## config.mk

```make
export PLATFORM = sky130hd
export DESIGN_NAME = iorsd_top
export DESIGN_NICKNAME = d
export VERILOG_FILES = /design/src/verilog/iorsd_pkg.sv /design/src/verilog/iorsd_top.sv
export SDC_FILE = /design/constraint.sdc
export NUM_CORES = 1
export LEC_CHECK = 0
export ABC_CLOCK_PERIOD_IN_PS = 6200
export BUFFER_PORTS_ARGS = -buffer_cell sky130_fd_sc_hd__buf_2
export CAP_MARGIN = 5
export CORE_AREA = 2 2 238 240
export CTS_CLUSTER_SIZE = 20
export DETAILED_ROUTE_END_ITERATION = 12
export DIE_AREA = 0 0 240 242
export MAX_ROUTING_LAYER = met4
export PLACE_DENSITY = 0.49
export SLEW_MARGIN = 20
export SYNTH_ARGS = -nofsm -noshare
export SYNTH_HDL_FRONTEND = slang
export SYNTH_SLANG_ARGS = --single-unit
```

## constraint.sdc

```tcl
create_clock -name core_clk -period 6.2 [get_ports core_clk]
set_input_delay 0.93 -clock core_clk [delete_from_list [all_inputs] [get_ports core_clk]]
set_output_delay 0.93 -clock core_clk [all_outputs]
set_load 0.01 [all_outputs]
```

## src/verilog/iorsd_pkg.sv

```systemverilog
// package: i/o register map, masks, request and answer carriers for the decoder
package iorsd_pkg;

    // ==================== address ranges
    localparam logic [7:0] IO_PORT_TOP  = 8'h3f;
    localparam logic [7:0] BIT_OP_TOP   = 8'h1f;
    localparam logic [7:0] DATA_IO_BASE = 8'h20;
    localparam logic [7:0] EXT_IO_BASE  = 8'h60;
    localparam int         IO_COUNT     = 64;
    localparam int         IO_AW        = 6;
    localparam int         DATA_W       = 8;
    localparam int         NUM_PORTS    = 4;
    localparam logic [7:0] IO_RESET_VAL = 8'h00;
    localparam logic [7:0] FULL_MASK    = 8'hff;
    localparam logic [7:0] BIT0_ONE     = 8'h01;

    // ==================== port addresses
    localparam logic [5:0] OFS_PORT_A_INPUT_PINS     = 6'h00;
    localparam logic [5:0] OFS_PORT_A_DIRECTION      = 6'h01;
    localparam logic [5:0] OFS_PORT_A_OUTPUT         = 6'h02;
    localparam logic [5:0] OFS_PORT_B_INPUT_PINS     = 6'h03;
    localparam logic [5:0] OFS_PORT_B_DIRECTION      = 6'h04;
    localparam logic [5:0] OFS_PORT_B_OUTPUT         = 6'h05;
    localparam logic [5:0] OFS_PORT_C_INPUT_PINS     = 6'h06;
    localparam logic [5:0] OFS_PORT_C_DIRECTION      = 6'h07;
    localparam logic [5:0] OFS_PORT_C_OUTPUT         = 6'h08;
    localparam logic [5:0] OFS_PORT_D_INPUT_PINS     = 6'h09;
    localparam logic [5:0] OFS_PORT_D_DIRECTION      = 6'h0a;
    localparam logic [5:0] OFS_PORT_D_OUTPUT         = 6'h0b;
    localparam logic [5:0] OFS_TIMER0_FLAGS          = 6'h15;
    localparam logic [5:0] OFS_TIMER1_FLAGS          = 6'h16;
    localparam logic [5:0] OFS_TIMER2_FLAGS          = 6'h17;
    localparam logic [5:0] OFS_PIN_CHANGE_FLAGS      = 6'h1b;
    localparam logic [5:0] OFS_EXTERNAL_IRQ_FLAGS    = 6'h1c;
    localparam logic [5:0] OFS_EXTERNAL_IRQ_MASK     = 6'h1d;
    localparam logic [5:0] OFS_GENERAL_PURPOSE_0     = 6'h1e;
    localparam logic [5:0] OFS_EEPROM_CONTROL        = 6'h1f;
    localparam logic [5:0] OFS_EEPROM_DATA           = 6'h20;
    localparam logic [5:0] OFS_EEPROM_ADDRESS_LOW    = 6'h21;
    localparam logic [5:0] OFS_EEPROM_ADDRESS_HIGH   = 6'h22;
    localparam logic [5:0] OFS_TIMER_GENERAL_CONTROL = 6'h23;
    localparam logic [5:0] OFS_TIMER0_CONTROL_A      = 6'h24;
    localparam logic [5:0] OFS_TIMER0_CONTROL_B      = 6'h25;
    localparam logic [5:0] OFS_TIMER0_COUNT          = 6'h26;
    localparam logic [5:0] OFS_TIMER0_COMPARE_A      = 6'h27;
    localparam logic [5:0] OFS_TIMER0_COMPARE_B      = 6'h28;
    localparam logic [5:0] OFS_GENERAL_PURPOSE_1     = 6'h2a;
    localparam logic [5:0] OFS_GENERAL_PURPOSE_2     = 6'h2b;
    localparam logic [5:0] OFS_SERIAL_PERIPH_CONTROL = 6'h2c;
    localparam logic [5:0] OFS_SERIAL_PERIPH_STATUS  = 6'h2d;
    localparam logic [5:0] OFS_SERIAL_PERIPH_DATA    = 6'h2e;
    localparam logic [5:0] OFS_COMPARATOR_CTRL_STAT  = 6'h30;
    localparam logic [5:0] OFS_DEBUG_DATA            = 6'h31;
    localparam logic [5:0] OFS_SLEEP_CONTROL         = 6'h33;
    localparam logic [5:0] OFS_RESET_CAUSE_STATUS    = 6'h34;
    localparam logic [5:0] OFS_CORE_CONTROL          = 6'h35;
    localparam logic [5:0] OFS_SELF_PROGRAM_CONTROL  = 6'h37;

    // ==================== implemented bits of narrow registers
    localparam logic [7:0] MSK_TIMER0_FLAGS          = 8'h07;
    localparam logic [7:0] MSK_TIMER1_FLAGS          = 8'h27;
    localparam logic [7:0] MSK_TIMER2_FLAGS          = 8'h07;
    localparam logic [7:0] MSK_PIN_CHANGE_FLAGS      = 8'h0f;
    localparam logic [7:0] MSK_EXTERNAL_IRQ_FLAGS    = 8'h07;
    localparam logic [7:0] MSK_EXTERNAL_IRQ_MASK     = 8'h07;
    localparam logic [7:0] MSK_EEPROM_CONTROL        = 8'h3f;
    localparam logic [7:0] MSK_EEPROM_ADDRESS_HIGH   = 8'h0f;
    localparam logic [7:0] MSK_TIMER_GENERAL_CONTROL = 8'h83;
    localparam logic [7:0] MSK_TIMER0_CONTROL_A      = 8'hf3;
    localparam logic [7:0] MSK_TIMER0_CONTROL_B      = 8'hcf;
    localparam logic [7:0] MSK_SERIAL_PERIPH_STATUS  = 8'hc1;
    localparam logic [7:0] MSK_SLEEP_CONTROL         = 8'h0f;
    localparam logic [7:0] MSK_RESET_CAUSE_STATUS    = 8'h1f;
    localparam logic [7:0] MSK_CORE_CONTROL          = 8'h93;

    // ==================== types
    typedef enum logic [3:0] {
        kind_rsvd = 4'b0001,
        kind_rw   = 4'b0010,
        kind_pin  = 4'b0100,
        kind_w1c  = 4'b1000
    } iorsd_kind_e;

    typedef enum logic [3:0] {
        in_op               = 4'h0,
        out_op              = 4'h1,
        set_io_bit_op       = 4'h2,
        clear_io_bit_op     = 4'h3,
        skip_if_io_bit_one  = 4'h4,
        skip_if_io_bit_zero = 4'h5,
        load_indirect_op    = 4'h6,
        load_direct_op      = 4'h7,
        load_displaced_op   = 4'h8,
        store_indirect_op   = 4'h9,
        store_direct_op     = 4'ha,
        store_displaced_op  = 4'hb
    } iorsd_op_e;

    typedef struct packed {
        iorsd_op_e   op;
        logic [7:0]  addr;
        logic [2:0]  bit_sel;
        logic [7:0]  wdata;
    } iorsd_req_s;

    typedef struct packed {
        logic        valid;
        logic        refused;
        logic        skip;
        logic [7:0]  rdata;
    } iorsd_rsp_s;

    typedef struct packed {
        logic [7:0]  timer0;
        logic [7:0]  timer1;
        logic [7:0]  timer2;
        logic [7:0]  pin_change;
        logic [7:0]  ext_irq;
    } iorsd_flag_s;

endpackage

```

## src/verilog/iorsd_top.sv

```systemverilog
// module: low i/o register space decoder with bit access and write-one-to-clear flags
//
// Contract
// - bit set and bit clear act only on port addresses 0x00 to 0x1f and are refused above.
// - skip-if-one and skip-if-zero test one chosen bit of a register in 0x00 to 0x1f.
// - flag bits clear when a one is written to them and keep their value on a zero.
// - bit set and clear rewrite the whole register: bit set clears every flag read as set, bit clear clears all of them but the chosen bit.
// - port in and out decode the 64 port addresses 0x00 to 0x3f.
// - data-space load and store find an i/o register at its port address plus 0x20.
// - the extended range 0x60 to 0xff is reached by load and store only, never by port ops.
`timescale 1ns/1ps
`default_nettype none

module iorsd_top
    import iorsd_pkg::*;
#(
    parameter int IO_W = iorsd_pkg::DATA_W
) (
    // clock and reset
    input  wire logic                     core_clk,
    input  wire logic                     nrst,
    // request from the core
    input  wire logic                     req_valid,
    input  wire iorsd_pkg::iorsd_req_s    req,
    // answer to the core
    output iorsd_pkg::iorsd_rsp_s         rsp,
    // peripheral side
    input  wire logic [iorsd_pkg::NUM_PORTS-1:0][iorsd_pkg::DATA_W-1:0] port_pins,
    input  wire iorsd_pkg::iorsd_flag_s   flag_set,
    output logic [iorsd_pkg::IO_COUNT-1:0][iorsd_pkg::DATA_W-1:0]       io_image
);
    import iorsd_pkg::*;

    // ====================
    // elaboration check
    if (IO_W != DATA_W) begin : g_bad_width
        $error("iorsd_top: only an 8-bit register width is supported");
    end

    // ====================
    // lookup tables
    function automatic iorsd_kind_e kind_of(input logic [5:0] idx);
        case (idx)
            OFS_PORT_A_INPUT_PINS, OFS_PORT_B_INPUT_PINS,
            OFS_PORT_C_INPUT_PINS, OFS_PORT_D_INPUT_PINS: kind_of = kind_pin;
            OFS_TIMER0_FLAGS, OFS_TIMER1_FLAGS, OFS_TIMER2_FLAGS,
            OFS_PIN_CHANGE_FLAGS, OFS_EXTERNAL_IRQ_FLAGS: kind_of = kind_w1c;
            OFS_PORT_A_DIRECTION, OFS_PORT_A_OUTPUT,
            OFS_PORT_B_DIRECTION, OFS_PORT_B_OUTPUT,
            OFS_PORT_C_DIRECTION, OFS_PORT_C_OUTPUT,
            OFS_PORT_D_DIRECTION, OFS_PORT_D_OUTPUT,
            OFS_EXTERNAL_IRQ_MASK, OFS_GENERAL_PURPOSE_0,
            OFS_EEPROM_CONTROL, OFS_EEPROM_DATA,
            OFS_EEPROM_ADDRESS_LOW, OFS_EEPROM_ADDRESS_HIGH,
            OFS_TIMER_GENERAL_CONTROL, OFS_TIMER0_CONTROL_A,
            OFS_TIMER0_CONTROL_B, OFS_TIMER0_COUNT,
            OFS_TIMER0_COMPARE_A, OFS_TIMER0_COMPARE_B,
            OFS_GENERAL_PURPOSE_1, OFS_GENERAL_PURPOSE_2,
            OFS_SERIAL_PERIPH_CONTROL, OFS_SERIAL_PERIPH_STATUS,
            OFS_SERIAL_PERIPH_DATA, OFS_COMPARATOR_CTRL_STAT,
            OFS_DEBUG_DATA, OFS_SLEEP_CONTROL,
            OFS_RESET_CAUSE_STATUS, OFS_CORE_CONTROL,
            OFS_SELF_PROGRAM_CONTROL: kind_of = kind_rw;
            default: kind_of = kind_rsvd;
        endcase
    endfunction

    function automatic logic [7:0] mask_of(input logic [5:0] idx);
        case (idx)
            OFS_TIMER0_FLAGS:          mask_of = MSK_TIMER0_FLAGS;
            OFS_TIMER1_FLAGS:          mask_of = MSK_TIMER1_FLAGS;
            OFS_TIMER2_FLAGS:          mask_of = MSK_TIMER2_FLAGS;
            OFS_PIN_CHANGE_FLAGS:      mask_of = MSK_PIN_CHANGE_FLAGS;
            OFS_EXTERNAL_IRQ_FLAGS:    mask_of = MSK_EXTERNAL_IRQ_FLAGS;
            OFS_EXTERNAL_IRQ_MASK:     mask_of = MSK_EXTERNAL_IRQ_MASK;
            OFS_EEPROM_CONTROL:        mask_of = MSK_EEPROM_CONTROL;
            OFS_EEPROM_ADDRESS_HIGH:   mask_of = MSK_EEPROM_ADDRESS_HIGH;
            OFS_TIMER_GENERAL_CONTROL: mask_of = MSK_TIMER_GENERAL_CONTROL;
            OFS_TIMER0_CONTROL_A:      mask_of = MSK_TIMER0_CONTROL_A;
            OFS_TIMER0_CONTROL_B:      mask_of = MSK_TIMER0_CONTROL_B;
            OFS_SERIAL_PERIPH_STATUS:  mask_of = MSK_SERIAL_PERIPH_STATUS;
            OFS_SLEEP_CONTROL:         mask_of = MSK_SLEEP_CONTROL;
            OFS_RESET_CAUSE_STATUS:    mask_of = MSK_RESET_CAUSE_STATUS;
            OFS_CORE_CONTROL:          mask_of = MSK_CORE_CONTROL;
            default:                   mask_of = FULL_MASK;
        endcase
    endfunction

    function automatic logic [7:0] flag_of(input logic [5:0] idx,
                                           input iorsd_flag_s f);
        case (idx)
            OFS_TIMER0_FLAGS:       flag_of = f.timer0;
            OFS_TIMER1_FLAGS:       flag_of = f.timer1;
            OFS_TIMER2_FLAGS:       flag_of = f.timer2;
            OFS_PIN_CHANGE_FLAGS:   flag_of = f.pin_change;
            OFS_EXTERNAL_IRQ_FLAGS: flag_of = f.ext_irq;
            default:                flag_of = IO_RESET_VAL;
        endcase
    endfunction

    function automatic logic [1:0] pin_sel(input logic [5:0] idx);
        case (idx)
            OFS_PORT_B_INPUT_PINS: pin_sel = 2'h1;
            OFS_PORT_C_INPUT_PINS: pin_sel = 2'h2;
            OFS_PORT_D_INPUT_PINS: pin_sel = 2'h3;
            default:               pin_sel = 2'h0;
        endcase
    endfunction

    // ====================
    // storage and decode signals
    logic [IO_COUNT-1:0][DATA_W-1:0] mem_q;
    iorsd_rsp_s                      rsp_q;
    logic [5:0]                      idx;
    logic [7:0]                      data_off;
    logic                            in_range;
    logic                            refused;
    logic                            is_wr;
    logic                            is_bit;
    logic                            is_skip;
    logic                            want_one;
    logic [7:0]                      cur;
    logic [7:0]                      bit_m;
    logic [7:0]                      wval;
    logic                            wr_go;

    // ====================
    // request decode
    always_comb begin
        data_off = req.addr - DATA_IO_BASE;
        idx      = req.addr[5:0];
        in_range = 1'b0;
        refused  = 1'b0;
        is_wr    = 1'b0;
        is_bit   = 1'b0;
        is_skip  = 1'b0;
        want_one = 1'b0;
        case (req.op)
            in_op, out_op: begin
                // port ops carry a 6-bit address; anything above cannot be extended space
                refused  = (req.addr > IO_PORT_TOP);
                in_range = !refused;
                is_wr    = (req.op == out_op);
            end
            set_io_bit_op, clear_io_bit_op: begin
                refused  = (req.addr > BIT_OP_TOP);
                in_range = !refused;
                is_wr    = 1'b1;
                is_bit   = 1'b1;
            end
            skip_if_io_bit_one, skip_if_io_bit_zero: begin
                refused  = (req.addr > BIT_OP_TOP);
                in_range = !refused;
                is_skip  = 1'b1;
                want_one = (req.op == skip_if_io_bit_one);
            end
            load_indirect_op, load_direct_op, load_displaced_op,
            store_indirect_op, store_direct_op, store_displaced_op: begin
                // below the i/o window sits the core's own register file
                refused  = (req.addr < DATA_IO_BASE);
                in_range = !refused && (req.addr < EXT_IO_BASE);
                idx      = data_off[5:0];
                // extended space is accepted but holds nothing in this block
                is_wr    = (req.op == store_indirect_op) || (req.op == store_direct_op)
                           || (req.op == store_displaced_op);
            end
            default: refused = 1'b1;
        endcase
    end

    // ====================
    // read value and modify path
    always_comb begin
        cur = IO_RESET_VAL;
        if (in_range) begin
            case (kind_of(idx))
                kind_pin: cur = mem_q[idx];
                kind_rw:  cur = mem_q[idx] & mask_of(idx);
                kind_w1c: cur = mem_q[idx] & mask_of(idx);
                default:  cur = IO_RESET_VAL;
            endcase
        end
    end

    assign bit_m = BIT0_ONE << req.bit_sel;

    // whole-register rewrite: set flags in cur go back as ones and clear themselves, except the chosen bit of a bit clear
    always_comb begin
        wval = req.wdata;
        if (is_bit) begin
            if (req.op == set_io_bit_op) begin
                wval = cur | bit_m;
            end else begin
                wval = cur & ~bit_m;
            end
        end
    end

    assign wr_go = req_valid && in_range && is_wr;

    // ====================
    // register cells
    for (genvar gi = 0; gi < IO_COUNT; gi++) begin : g_reg
        localparam logic [5:0]  IDX = 6'(gi);
        localparam iorsd_kind_e K   = kind_of(IDX);
        localparam logic [7:0]  M   = mask_of(IDX);
        logic hit;
        assign hit = wr_go && (idx == IDX);
        always_ff @(posedge core_clk or negedge nrst) begin
            if (!nrst) begin
                mem_q[gi] <= IO_RESET_VAL;
            end else begin
                case (K)
                    // pins are sampled each cycle; writes to them are dropped
                    kind_pin: mem_q[gi] <= port_pins[pin_sel(IDX)];
                    kind_rw: begin
                        if (hit) begin
                            mem_q[gi] <= (mem_q[gi] & ~M) | (wval & M);
                        end
                    end
                    kind_w1c: begin
                        // a new event in the clearing cycle survives
                        mem_q[gi] <= (mem_q[gi] & ~(hit ? (wval & M) : IO_RESET_VAL))
                                     | (flag_of(IDX, flag_set) & M);
                    end
                    default: mem_q[gi] <= IO_RESET_VAL;
                endcase
            end
        end
    end

    // ====================
    // answer register
    always_ff @(posedge core_clk or negedge nrst) begin
        if (!nrst) begin
            rsp_q <= '0;
        end else begin
            rsp_q.valid   <= req_valid;
            rsp_q.refused <= req_valid && refused;
            rsp_q.skip    <= req_valid && is_skip && !refused
                             && (cur[req.bit_sel] == want_one);
            rsp_q.rdata   <= (req_valid && !is_wr && !refused) ? cur : IO_RESET_VAL;
        end
    end

    assign rsp      = rsp_q;
    assign io_image = mem_q;

endmodule

`default_nettype wire

```

# Word-level counts from Yosys, hierarchy flattened
# Memories as Yosys holds them, arrays and structs flattened.
# Index checks and enable logic that the tools add are counted.
# totals
output_inout_bits	523
mem_count	3
mem_bits_ro	1152
ff_bits	331
# classes
shift	1
bitwise_logic	30
reduce_logical	58
n_eq_ne	51
n_lt_le_gt_ge	6
add_sub_neg	1
muxes	26
# memory_table
memory	words	width	read_ports	rd_ports_with_merged_regs	wr	line_no	text
(no name shown)	64	7	1	0	0	iorsd_top.sv:69	case (idx)
(no name shown)	64	7	1	0	0	iorsd_top.sv:69	
(no name shown)	64	4	1	0	0	iorsd_top.sv:43	case (idx)
# op_table
operator	count
$eq A6 B6 Y1 const B	20
$mux W8	9
$and A8 B8 Y8	8
$bmux W8 S6	1
$eq A6 B5 Y1 const B	8
$logic_and A1 B1 Y1	45
$or A8 B3 Y8	4
$not A3 Y8	3
$or A8 B4 Y8	3
$pmux W8 S3	1
$eq A4 B3 Y1 const B	5
$eq A4 B4 Y1 const B	5
$eq A6 B3 Y1 const B	3
$eq A6 B4 Y1 const B	3
$or A6 B8 Y8	2
$or A7 B8 Y8	2
$or A8 B6 Y8	2
$eq A4 B2 Y1 const B	3
$mux W6	2
$mux W3	3
$pmux W1 S3	3
$gt A8 B5 Y1 const B	1
$gt A8 B6 Y1 const B	1
$lt A8 B6 Y1 const B	1
other kinds (24)	35

# Logic depth before layout (Yosys ltp)
# logic_depth
word_depth	18
mapped_depth	15

# Worst setup path after synthesis
# OpenSTA, ideal clock, no wires.
# synth_path
path_kind	input -> register
startpoint	in req[12] in the netlist's numbering
endpoint	reg mem_q (netlist bit io_image[178])
required_time_ns	6.082
setup_slack_ns	2.257
stages	14
t_arrival_ns	3.825
path_buffers	3
cell_sequence	buf_4 -> inv_1 -> clkbuf_1 -> ha_1 -> or2_2 -> a21oi_1 -> o32ai_1 -> mux2_2 -> a211oi_1 -> nand3_1 -> a31oi_2 -> buf_2 -> nand2_1 -> a21o_1
# synth_between
elab_chain_cells	15
elab_cells_between_ends	40
cone_classes	1 x add/sub; 4 x order compare; 4 x eq/ne; 14 x mux; 7 x bitwise; 7 x reduce/logical; 3 x memory
# synth_rtl
item	line_no	text
from (decl)	iorsd_top.sv:24	input wire iorsd_pkg::iorsd_req_s req,
$sub A6 B6 Y6	iorsd_top.sv:130	data_off = req.addr - DATA_IO_BASE;
$mux W6	iorsd_top.sv:138	case (req.op)
$mem_v2 Z64 W7	n/a	
$mux W8	iorsd_top.sv:176	case (kind_of(idx))
$mux W8	iorsd_top.sv:175	if (in_range) begin
$and A8 B8 Y8, on equally long branches	iorsd_top.sv:179, iorsd_top.sv:178	
$pmux W8 S3	iorsd_top.sv:176	
$mux W8	iorsd_top.sv:175	
$and A8 B8 Y8 or $or A8 B8 Y8 (tied branches)	iorsd_top.sv:194, iorsd_top.sv:192	
$mux W8	iorsd_top.sv:191	if (req.op == set_io_bit_op) begin
$mux W8	iorsd_top.sv:190	if (is_bit) begin
$mux W6 (*)	iorsd_top.sv:223	mem_q[gi] <= (mem_q[gi] & ~(hit ? (wval & M) : IO_RESET_VAL))
$not A6 Y8 (*)	iorsd_top.sv:223	
$and A8 B8 Y8 (*)	iorsd_top.sv:223	
$or A8 B6 Y8 (*)	iorsd_top.sv:224	| (flag_of(IDX, flag_set) & M);
to (signal, indexed assignment)	iorsd_top.sv:215	kind_pin: mem_q[gi] <= port_pins[pin_sel(IDX)];
to (signal, indexed assignment)	iorsd_top.sv:218	mem_q[gi] <= (mem_q[gi] & ~M) | (wval & M);
to (signal, indexed assignment)	iorsd_top.sv:223	
to (decl)	iorsd_top.sv:112	logic [IO_COUNT-1:0][DATA_W-1:0] mem_q;
# Every way passes the cells marked *; elsewhere a longest branch is shown, timed or not. The select of a mux whose other input is x is not followed.
# A chain may end at the register's enable or synchronous reset.

# Worst setup path in the final report
# layout_path
startpoint	in req[11] in the netlist's numbering
endpoint	reg mem_q (netlist bit io_image[46])
# layout_between
elab_chain_cells	11
elab_cells_between_ends	36
cone_classes	1 x add/sub; 4 x order compare; 4 x eq/ne; 13 x mux; 4 x bitwise; 7 x reduce/logical; 3 x memory
# layout_rtl
item	line_no
$sub A6 B6 Y6	iorsd_top.sv:130
$mux W6	iorsd_top.sv:138
$mem_v2 Z64 W7	n/a
$mux W8	iorsd_top.sv:176
$mux W8	iorsd_top.sv:175
$and A8 B8 Y8, on equally long branches	iorsd_top.sv:179, iorsd_top.sv:178
$pmux W8 S3	iorsd_top.sv:176
$mux W8	iorsd_top.sv:175
$and A8 B8 Y8 or $or A8 B8 Y8 (tied branches)	iorsd_top.sv:194, iorsd_top.sv:192
$mux W8	iorsd_top.sv:191
$mux W8	iorsd_top.sv:190
# Parallel ways exist; a longest one is shown, timed or not. The select of a mux whose other input is x is not followed.

==> results.yml <==
run_status:
  status: "finished, final reports clean"
yosys:
  async_flop_share_pct: 100.0
  syn_area_per_cell_um2: 11.41
  netlist_area_um2: 15260
  synth_edf_count: 0
  yosysUniqueCellTypes: 73
  ys_ff_latch: 272
  synth_top_area_cell: "dfrtp_1"
  synthCells: 1337
  synth_area_leaders: "dfrtp_1 45%, mux2_2 16%, buf_4 13%"
  synth_top_flop_cell: "dfrtp_1"
  ys_warn_count: 0
  synth_top_area_share_pct: 44.61
  ys_seq_area_share_pct: 44.61
cells_and_area:
  regArea_um2: 6807
  layout_common_cells: "343 x buf_2, 272 x dfrtp_1, 251 x conb_1"
  stdcell_count: 2463
  nets: 1787
  design_area_um2: 17960
  layout_commonest_cell: "buf_2"
  drive_gt1_share_pct: 40.70
  area_growth_pct: 17.69
  multi_input_area_um2: 7030
  fillers: 5741
global_routing:
  antenna_found_initial: 3
  grt_max_degree: 123
  grt_usage_pct: 20.79
  grt_pass1_wl_mm: 84.93
  grt_pass1_vias: 11310
  grt_overflow_total: 0
floorplanning:
  fp.dieW_um: 240
  dieArea_um2: 58080
  die_h_um: 242
  start_util_pct: 27.38
  rows: 87
  core_um2: 55730
  ios: 621
timing:
  max_freq_ghz: 0.2382
  hold_viol_final: 0
  tns_ns: 0
  skew_ns: 0.009646
  slew_headroom_pct: 21.30
  worstMarginPinSlew_ns: 1.176
  maxSlewViolCount: 0
  min_period_over_period_pct: 67.71
  setup_viol: 0
  rsz0062_at_grt: "no"
  fin_crit_ns: 4.198
clock_tree:
  cts_resized: 0
  clk_latency_ns: 0.58
  postCtsSetupBuffers: 0
  cts_buffers: 30
  root_buffer: "clkbuf_16"
  cts_tree: "built"
  clkSinkCount: 272
  clkSlewWorstSetupHoldPaths_ns: 0.06
  postCtsHoldBufs: 0
  cts_buffer_depth: 3
  htree_levels: 1
critical_path:
  cp.required_ns: 6.71
  rrSetupSlack_ns: 3.11
  worstPathArrival_ns: 4.71
  r2r_cells: 10
  timing.rr.start: "io_image[395]$_DFFE_PN0P_"
  reg2reg_to: "io_image[219]$_DFF_PN0_"
  end_kind: "flip-flop"
  start_kind: "input pin"
  crit_type: "in -> reg"
  path_max_fanout: 46
power:
  power_leakage_nw: 9.193
  p_per_area_nw_per_um2: 230.4
  vdd_drop_max_mv: 0.2427
hold_path:
  hold_class: "in -> async"
placement:
  portBuffers: 346
  placedCellCount: 2407
  hpwl_mm: 45.29
  place_area_um2: 17000
  gp_congestion: 0.8314
detailed_routing:
  vias_per_cell: 4.663
  ant_nets: 0
  drt_iter0_markers: 623
  drtPass1Iterations: 5
  vias: 11490
  route.detailed.drc: 0
  wire_per_inst_um: 24.48
  routed_wl_mm: 60.30
job:
  max_cap_viol_count: 0
## worst max-delay path by stage
| stage | start | endpoint | slack, ns | cells past startpoint |
|---|---|---|---|---|
| floorplan | req[12] | io_image[178]$_DFF_PN0_ | 2.26 | 14 |
| global placement | req[11] | io_image[350]$_DFFE_PN0P_ | 1.46 | 14 |
| finish | req[11] | io_image[46]$_DFFE_PN0P_ | 2.00 | 13 |
| global route | req[11] | io_image[46]$_DFFE_PN0P_ | 1.79 | 13 |
| CTS | req[11] | io_image[62]$_DFFE_PN0P_ | 2.04 | 13 |
| detailed placement | req[11] | io_image[318]$_DFFE_PN0P_ | 1.45 | 14 |
## sequential cells by signal, indices dropped and copies added (netlist names)
name / cells
io_image: 261
rsp: 11
## logic make-up (layout without fill, tap and decap cells)
logic type	count (synthesis)	after routing	share of synthesized area, %
AO/OA/AOI/OAI	195	195	8.848
XOR/XNOR	1	1	0.05741
adder cells (fa/ha/maj)	7	7	0.5658
buffers and inverters	337	455	15.60
flip-flops	272	272	44.61
multiplexers	278	278	22.59
other	1	253	0.02458
AND/OR/NAND/NOR	246	246	7.708
## critical path, cell delays in order
cell      delay, ns
buf_4          0.40
buf_12         0.36
ha_1           0.47
nand3b_1       0.28
nand2_1        0.14
o32ai_1        0.10
mux2_2         0.34
a21oi_4        0.28
nand3_1        0.24
mux2_2         0.35
a21oi_2        0.14
buf_4          0.31
mux2_2         0.21
## metrics by stage
stage	power (mW)	util (%)	setup WS [ns]	hold WS, ns
global placement	2.414	30.49	1.458	0.4760
detailed placement	2.417	30.50	1.454	0.4881
global route	4.308	32.22	1.793	0.4339
floorplan	2.288	-	2.257	0.5264
finish	4.137	32.22	2.002	0.4563
CTS	4.187	32.21	2.041	0.4309
## layout make-up
class | instances | area share, %
clock inverter | 9 | 0.4250
clock buffer | 45 | 4.891
sequential | 272 | 37.90
timing repair buffer | 389 | 12.08
tap | 756 | 5.268
multi-input combinational | 978 | 39.15
antenna | 2 | 0.02787
inverter | 12 | 0.2508
## per-layer routing
layer,track usage (%),routed length [um],up-vias
li1,-,-,4962
met1,23.91,23170,5936
met2,36.14,31130,516
met3,4.911,4419,71
met4,5.426,1578,0
met5,-,0,-
## synth_stat cells, types with 5 or more instances
cell / number
nand2_1: 89
buf_6: 12
dfrtp_1: 272
a21o_1: 21
a31oi_1: 11
nor3_1: 7
o21ai_0: 54
mux4_2: 28
a22oi_1: 5
clkbuf_1: 25
o211ai_1: 7
a221o_1: 5
a32oi_1: 5
nand3_1: 28
buf_4: 262
mux2i_1: 35
mux2_2: 211
nand2b_1: 6
nor4_1: 5
buf_2: 17
nor2_1: 59
or3_1: 9
inv_1: 10
o22ai_1: 6
nor2b_1: 11
buf_1: 5
a21oi_1: 27
ha_1: 6
o31ai_1: 5
## report_power, final
part | internal (mW) | total, mW | switching, mW | leakage [nW]
combinational | 0.161 | 0.550 | 0.389 | 5.10
sequential | 1.81 | 1.83 | 0.0238 | 3.62
clock | 1.01 | 1.75 | 0.741 | 0.470
No activity file was read; power rests on OpenSTA's default activity.
